`src/rtl/fdc_aux_defines.svh`:
```
`ifndef FDC_AUX_DEFINES_SVH
`define FDC_AUX_DEFINES_SVH
`define PORT_COUNT 3'h6
`define OFF_CMD_STATUS 3'h0
`define OFF_TRACK 3'h1
`define OFF_SECTOR 3'h2
`define OFF_DATA 3'h3
`define OFF_AUX 3'h4
`define OFF_WAIT 3'h5
`define BASE_HI 7
`define BASE_LO 3
`define CTL_RESET 8'h00
`define BIT_DMA_WRITE 7
`define BIT_DMA_EN 6
`define BIT_PRECOMP 5
`define BIT_SMALL 4
`define BIT_DDEN 3
`define BIT_SIDE 2
`define BIT_PICK_HI 1
`define BIT_PICK_LO 0
`define ST_CHANGE 7
`define ST_TWO_SIDED 6
`define ST_HEAD 5
`define ST_IRQ 0
`define ST_UNDEF 4'h0
`endif

```
`src/rtl/fdc_aux_pkg.sv`:
```
package fdc_aux_pkg;
  typedef enum logic [1:0] {idle_s, wait_s, done_s} wait_state_t;
  typedef struct packed {
    logic [7:0] ctl;
    logic [7:0] rdata;
    logic rvalid;
    logic bus_wait;
    wait_state_t ws;
    logic ctrl_cs;
    logic ctrl_rd;
    logic ctrl_wr;
    logic [1:0] ctrl_reg;
    logic [7:0] ctrl_wdata;
  } aux_state_t;
endpackage

```
`src/rtl/drive_select.sv`:
```
`timescale 1ns/1ps
`default_nettype none
`include "fdc_aux_defines.svh"
module drive_select (
  // clock and reset
  input wire logic clk,
  input wire logic nrst,
  // control byte and jumper
  input wire logic [7:0] ctl,
  input wire logic precomp_auto,
  input wire logic outer_track_flag,
  input wire logic ctrl_head_load,
  // drive lines
  output logic [3:0] large_sel,
  output logic [3:0] small_sel,
  output logic side_sel,
  output logic double_density,
  output logic precomp_en,
  output logic low_current,
  output logic restore,
  output logic head_load
);
  typedef struct packed {
    logic [3:0] large_sel;
    logic [3:0] small_sel;
    logic side_sel;
    logic double_density;
    logic precomp_en;
    logic low_current;
    logic restore;
    logic head_load;
  } sel_t;
  sel_t s_q, s_d;

  function automatic logic [3:0] one_hot(input logic [1:0] code);
    one_hot = 4'h1 << code;
  endfunction

  always_comb begin
    logic [3:0] pick;
    logic rst_fn;
    logic pc;
    pick = one_hot({ctl[`BIT_PICK_HI], ctl[`BIT_PICK_LO]});
    rst_fn = ~ctl[`BIT_DMA_EN] & ctl[`BIT_DMA_WRITE];
    pc = precomp_auto ? outer_track_flag : ctl[`BIT_PRECOMP];
    s_d = s_q;
    s_d.large_sel = ctl[`BIT_SMALL] ? 4'h0 : pick;
    s_d.small_sel = ctl[`BIT_SMALL] ? pick : 4'h0;
    s_d.side_sel = ctl[`BIT_SIDE];
    s_d.double_density = ctl[`BIT_DDEN];
    s_d.precomp_en = pc & ctl[`BIT_DDEN];
    s_d.low_current = pc;
    s_d.restore = rst_fn;
    s_d.head_load = ctrl_head_load | rst_fn;
  end

  always_ff @(posedge clk or negedge nrst) begin
    if (!nrst) begin
      s_q <= '0;
    end else begin
      s_q <= s_d;
    end
  end

  assign large_sel = s_q.large_sel;
  assign small_sel = s_q.small_sel;
  assign side_sel = s_q.side_sel;
  assign double_density = s_q.double_density;
  assign precomp_en = s_q.precomp_en;
  assign low_current = s_q.low_current;
  assign restore = s_q.restore;
  assign head_load = s_q.head_load;
endmodule // drive_select
`default_nettype wire

```
`src/rtl/floppy_board_aux_ports.sv`:
```
`timescale 1ns/1ps
`default_nettype none
`include "fdc_aux_defines.svh"
module floppy_board_aux_ports (
  // clock and reset
  input wire logic clk,
  input wire logic nrst,
  // host i/o bus
  input wire logic [7:0] addr,
  input wire logic [7:0] wdata,
  input wire logic io_rd,
  input wire logic io_wr,
  output logic [7:0] rdata,
  output logic rvalid,
  output logic bus_wait,
  // board switches and jumpers
  input wire logic [4:0] base_switch,
  input wire logic precomp_auto,
  // controller chip port
  output logic ctrl_cs,
  output logic ctrl_rd,
  output logic ctrl_wr,
  output logic [1:0] ctrl_reg,
  output logic [7:0] ctrl_wdata,
  input wire logic [7:0] ctrl_rdata,
  input wire logic ctrl_irq,
  input wire logic ctrl_drq,
  input wire logic ctrl_head_load,
  input wire logic outer_track_flag,
  // dma
  output logic dma_req,
  output logic dma_write,
  input wire logic dma_cycle,
  output logic dma_ack,
  // drive side
  input wire logic disk_changed_n,
  input wire logic two_sided,
  output logic [3:0] large_sel,
  output logic [3:0] small_sel,
  output logic side_sel,
  output logic double_density,
  output logic precomp_en,
  output logic low_current,
  output logic restore,
  output logic head_load
);
  fdc_aux_pkg::aux_state_t st_q, st_d;
  logic dma_req_q, dma_write_q, dma_ack_q;

  // board-level match on the 8-port block, offsets 0..5 only
  function automatic logic port_hit(input logic [7:0] a, input logic [4:0] sw);
    port_hit = (a[`BASE_HI:`BASE_LO] == sw) && (a[2:0] < `PORT_COUNT);
  endfunction

  function automatic logic [7:0] aux_status(input logic chg_n, input logic ts,
      input logic hl, input logic irq);
    aux_status = {chg_n, ts, hl, `ST_UNDEF, irq};
  endfunction

  always_comb begin
    logic hit;
    logic [2:0] off;
    logic aux_acc;
    hit = port_hit(addr, base_switch);
    off = addr[2:0];
    aux_acc = hit && (off == `OFF_AUX || off == `OFF_WAIT);
    st_d = st_q;
    st_d.rvalid = 1'b0;
    st_d.ctrl_cs = 1'b0;
    st_d.ctrl_rd = 1'b0;
    st_d.ctrl_wr = 1'b0;
    case (st_q.ws)
      fdc_aux_pkg::idle_s: begin
        if (hit && (io_rd || io_wr)) begin
          if (off == `OFF_WAIT && !(ctrl_irq || ctrl_drq)) begin
            st_d.ws = fdc_aux_pkg::wait_s;
            st_d.bus_wait = 1'b1;
          end else if (aux_acc) begin
            if (io_wr) begin
              st_d.ctl = wdata;
            end
            st_d.rdata = aux_status(disk_changed_n, two_sided, head_load, ctrl_irq);
            st_d.rvalid = io_rd;
            st_d.ws = fdc_aux_pkg::done_s;
          end else begin
            // controller clears its irq/drq on these strobes
            st_d.ctrl_cs = 1'b1;
            st_d.ctrl_rd = io_rd;
            st_d.ctrl_wr = io_wr;
            st_d.ctrl_reg = off[1:0];
            st_d.ctrl_wdata = wdata;
            st_d.ws = fdc_aux_pkg::done_s;
          end
        end
      end
      fdc_aux_pkg::wait_s: begin
        if (ctrl_irq || ctrl_drq) begin
          st_d.bus_wait = 1'b0;
          if (io_wr) begin
            st_d.ctl = wdata;
          end
          st_d.rdata = aux_status(disk_changed_n, two_sided, head_load, ctrl_irq);
          st_d.rvalid = io_rd;
          st_d.ws = fdc_aux_pkg::done_s;
        end
      end
      fdc_aux_pkg::done_s: begin
        if (st_q.ctrl_rd) begin
          st_d.rdata = ctrl_rdata;
          st_d.rvalid = 1'b1;
        end
        if (!io_rd && !io_wr) begin
          st_d.ws = fdc_aux_pkg::idle_s;
        end
      end
      default: st_d.ws = fdc_aux_pkg::idle_s;
    endcase
  end

  always_ff @(posedge clk or negedge nrst) begin
    if (!nrst) begin
      st_q <= '0;
      st_q.ctl <= `CTL_RESET;
      st_q.ws <= fdc_aux_pkg::idle_s;
      dma_req_q <= 1'b0;
      dma_write_q <= 1'b0;
      dma_ack_q <= 1'b0;
    end else begin
      st_q <= st_d;
      dma_req_q <= st_q.ctl[`BIT_DMA_EN] & ctrl_drq;
      dma_ack_q <= st_q.ctl[`BIT_DMA_EN] & dma_cycle;
      dma_write_q <= st_q.ctl[`BIT_DMA_WRITE];
    end
  end

  drive_select u_sel (
    .clk(clk),
    .nrst(nrst),
    .ctl(st_q.ctl),
    .precomp_auto(precomp_auto),
    .outer_track_flag(outer_track_flag),
    .ctrl_head_load(ctrl_head_load),
    .large_sel(large_sel),
    .small_sel(small_sel),
    .side_sel(side_sel),
    .double_density(double_density),
    .precomp_en(precomp_en),
    .low_current(low_current),
    .restore(restore),
    .head_load(head_load)
  );

  assign rdata = st_q.rdata;
  assign rvalid = st_q.rvalid;
  assign bus_wait = st_q.bus_wait;
  assign ctrl_cs = st_q.ctrl_cs;
  assign ctrl_rd = st_q.ctrl_rd;
  assign ctrl_wr = st_q.ctrl_wr;
  assign ctrl_reg = st_q.ctrl_reg;
  assign ctrl_wdata = st_q.ctrl_wdata;
  assign dma_req = dma_req_q;
  assign dma_write = dma_write_q;
  assign dma_ack = dma_ack_q;
endmodule // floppy_board_aux_ports
`default_nettype wire

```
`config.mk`:
```
export PLATFORM = sky130hd
export DESIGN_NAME = floppy_board_aux_ports
export DESIGN_NICKNAME = d
export VERILOG_FILES = /design/src/rtl/fdc_aux_pkg.sv /design/src/rtl/drive_select.sv /design/src/rtl/floppy_board_aux_ports.sv
export VERILOG_INCLUDE_DIRS = /design/src /design/src/rtl
export SDC_FILE = /design/constraint.sdc
export NUM_CORES = 1
export LEC_CHECK = 0
export BUFFER_PORTS_ARGS = -buffer_cell sky130_fd_sc_hd__buf_2
export CORE_ASPECT_RATIO = 1.25
export CORE_UTILIZATION = 53
export CTS_CLUSTER_DIAMETER = 60
export DETAILED_ROUTE_END_ITERATION = 6
export PLACE_DENSITY = 0.89
export SETUP_SLACK_MARGIN = 0.02
export SYNTH_ARGS = -nofsm -noshare
export SYNTH_HDL_FRONTEND = slang
export SYNTH_HIERARCHICAL = 1
export SYNTH_SLANG_ARGS = --single-unit
```
`constraint.sdc`:
```
create_clock -name clk -period 3.02 [get_ports clk]
set_input_delay 0.302 -clock clk [delete_from_list [all_inputs] [get_ports clk]]
set_output_delay 0.302 -clock clk [all_outputs]
set_load 0.03 [all_outputs]
```
==> metrics.md <==
| Metric | Value |
|---|---|
| Status | `finished, final reports clean` |
| Row count | `26` |
| Number of synthesized flops with an enable pin | `0` |
| Placed cell count | `~300` |
| Final setup viols | `0` |
| Slew margin rel. | `28.75%` |
| Sequential share of the synthesized area | `a little over half` |
| Clk Latency, worst-skew pair | `approximately 300 ps` |
| Endpoint class of the critical path | `flop` |
| Share of layout cells above drive strength 1 | `slightly below 50%` |
| MaxCap Viol Count | `0` |
| RSZ-0062 raised after global routing | `false` |
| PortBufs | `80` |
| R2R Setup Slk | `850 ps` |
| Int Pwr | `~1100 uW` |
| Reported net switching power | `between 500 and 600 uW` |
| Vias in the first global route | `between 1500 and 2000` |
| Setup TNS | `0 ps` |
| Hold Violations, Final | `0` |
| Clk Tree Root Cell | `clkbuf_8` |
| Area of the multi-input gates | `approximately 880 sq um` |
| Largest net degree at the start of global routing | `51` |
| Gr ovfl total | `0` |
| Syn. warnings | `6` |
| Die Y | `75.71 um` |
| Buffer count from post-CTS setup fixing | `0` |
| Post-synth top area cell | `dfrtp_1` |
| Asr flop ratio synth | `between 90% and 100%` |
| Register area | `1251 sq um` |
| Via density | `around 5.1` |
| Worst setup path class | `reg -> reg` |
| Commonest cells post-synth | `dfrtp_1, buf_4, mux2i_1, nor2_1` |
| Max Slew Vio Count | `0` |
| Post-Syn Nets | `about 220` |
| Clock buffer count from CTS | `5` |
| R2r endpoint | `st_q[32]` |
| Gp weighted congestion | `around 0.84` |
| Clock Tree Buf Depth | `2` |
| Mapped Area | `between 2000 and 2500 sq um` |
| Clock share of power | `around 24%` |
| Worst min path class | `in -> async` |
| Clk slew on worst S/H paths | `about 90 ps` |
| Clock Sinks | `50` |
| CP startpoint kind | `flop` |
| Tightest Pin Transition | `roughly 1100 ps` |
| Starting DRT DRC Count | `41` |
| Predominant post-synthesis flop cell | `dfrtp_1` |
| Synth area leaders | `dfrtp_1, buf_4, mux2_4` |
| Width of the die | `just over 60 um` |
| Die area | `between 4000 and 5000 sq um` |
| Reg with most FFs | `st_q` |
| Flop and latch count out of synthesis | `50` |
| Seq pwr share | `47.7%` |
| Starting density of the core | `approximately 56%` |
| RR Startpoint | `st_q[14]` |
| Largest register FFs | `10` |
| Count of cell types in the netlist | `between 40 and 50` |
| Layout area overhead | `18.14%` |
| Combinational power share | `between 20% and 30%` |
| Final-stage net count | `slightly below 300` |
| Max Freq | `~460 MHz` |
| First-pass DRT Iterations | `5` |
| I/O Pins | `81` |
| Post-route insts no fill | `305` |
| Post-route ant nets | `0` |
| Min cycle time layout | `2172 ps` |
| WL/cell | `13.99 um` |
| Final period util | `between 70 and 80%` |
| Drt total wl | `between 4 and 5 mm` |
| Crit path DAT | `2370 ps` |
| Pwr/cell area | `around 630 nW/um^2` |
| DR vias | `1565` |
| Worst-path maximum fanout | `8` |
| First-pass GRT wire length | `~7 mm` |
| CTS-repair resized insts | `0` |
| Sw Ratio | `between 30 and 40%` |
| Area of the core | `between 4000 and 5000 sq um` |
| Filler Cell Count | `340` |
| Lkg Pwr | `0.001485 uW` |
| Mapped Avg Cell Area | `12.73 sq um` |
| N_diodes | `0` |
| Gate Count Post-Synth | `181` |
| DP HPWL | `3.050 mm` |
| Post-route DRC | `0` |
| CTS tree | `done` |
| H-tree Lvls | `2` |
| Reg2reg path depth | `5` |
| Max Clock Skew | `3.244 ps` |
| Most common cell in the synthesized netlist | `dfrtp_1` |
| Initial antenna violation count | `0` |
| VDD IR max | `between 400 and 500 uV` |
| Hold_buf cts | `0` |
| Tot GR Track Use | `about a fifth` |
| Worst path required time | `3220 ps` |
| Share of the synthesized area in the top cell type | `a little over half` |
==> final cells by class <==
cell class	count	share of cell area (%)
multi-input combinational	106	32.41
timing repair buffer	80	14.71
clock inverter	2	0.5977
sequential	50	45.98
inverter	5	0.6897
clock buffer	6	3.034
tap	56	2.575
==> layer usage <==
metal	routed length, um	vias up	track usage [%]
met4	42	0	6.061
li1	-	755	-
met5	0	-	0
met2	2101	68	35.53
met1	1845	737	24.49
met3	275	5	6.452
==> placed cells by master (no fill, tap or decap), types with 2 or more instances in the layout <==
cell type  Yosys  final
nand2b_1       2      2
mux2i_1       10     10
nor2_1        10     10
nand2_1        4      4
xor2_1         5      5
and2_1         5      5
nor3b_1        3      3
mux2_2         9      9
a21oi_1        2      2
o22ai_1        4      4
nor2b_1        2      2
clkbuf_8       0      6
a221o_2        3      3
mux2_4         9      9
o2bb2ai_1      4      4
inv_1          4      4
dfrtp_1       50     50
o21ai_0        9      9
and3b_1        2      2
a41oi_1        2      2
buf_2          1     80
==> cells by family (layout without fill, tap and decap cells) <==
logic type | after synthesis | after routing | synth area share [%]
AO/OA/AOI/OAI | 31 | 31 | 10.32
XOR/XNOR | 5 | 5 | 1.901
buffers and inverters | 25 | 93 | 7.387
flip-flops | 50 | 50 | 54.32
multiplexers | 29 | 29 | 15.10
AND/OR/NAND/NOR | 41 | 41 | 10.97
==> critical path, cell delays in order, from the launching register on <==
cell and delay (ps):
dfrtp_1 460, or2_4 310, a211oi_4 210, and4_4 290, o211a_1 450, mux2_4 340
==> per-stage QoR <==
step                util, %  power [uW]  cell area (sq um)  hold WS, ps  worst slack (ps)
floorplan                 -        1276               2303        6.409              1183
CTS                   65.87        1726               2721        190.5             854.3
global placement      63.48        1305               2623        370.1             909.8
detailed placement    63.48        1317               2623        382.0             847.0
global route          65.87        1800               2721        179.9             785.7
finish                65.87        1717               2721        188.1             847.5
==> worst max-delay path by stage <==
stage / endpoint / cells after the start / startpoint
after floorplan: st_q[25] / 6 / st_q[14]
after global placement: st_q[32] / 6 / base_switch[3]
after detailed placement: st_q[32] / 6 / base_switch[3]
after CTS: st_q[32] / 5 / st_q[14]
after global routing: st_q[32] / 5 / st_q[14]
final: st_q[32] / 5 / st_q[14]
==> power by group through the flow <==
stage | combinational, uW | sequential, uW | clock [uW]
6_report | 482 | 818 | 416
2_1_floorplan | 454 | 822 | 0
3_5_place_dp | 487 | 830 | 0
3_3_place_gp | 479 | 826 | 0
4_1_cts | 487 | 818 | 421
5_1_grt | 520 | 831 | 449
Power figures use the tool's default switching activity.
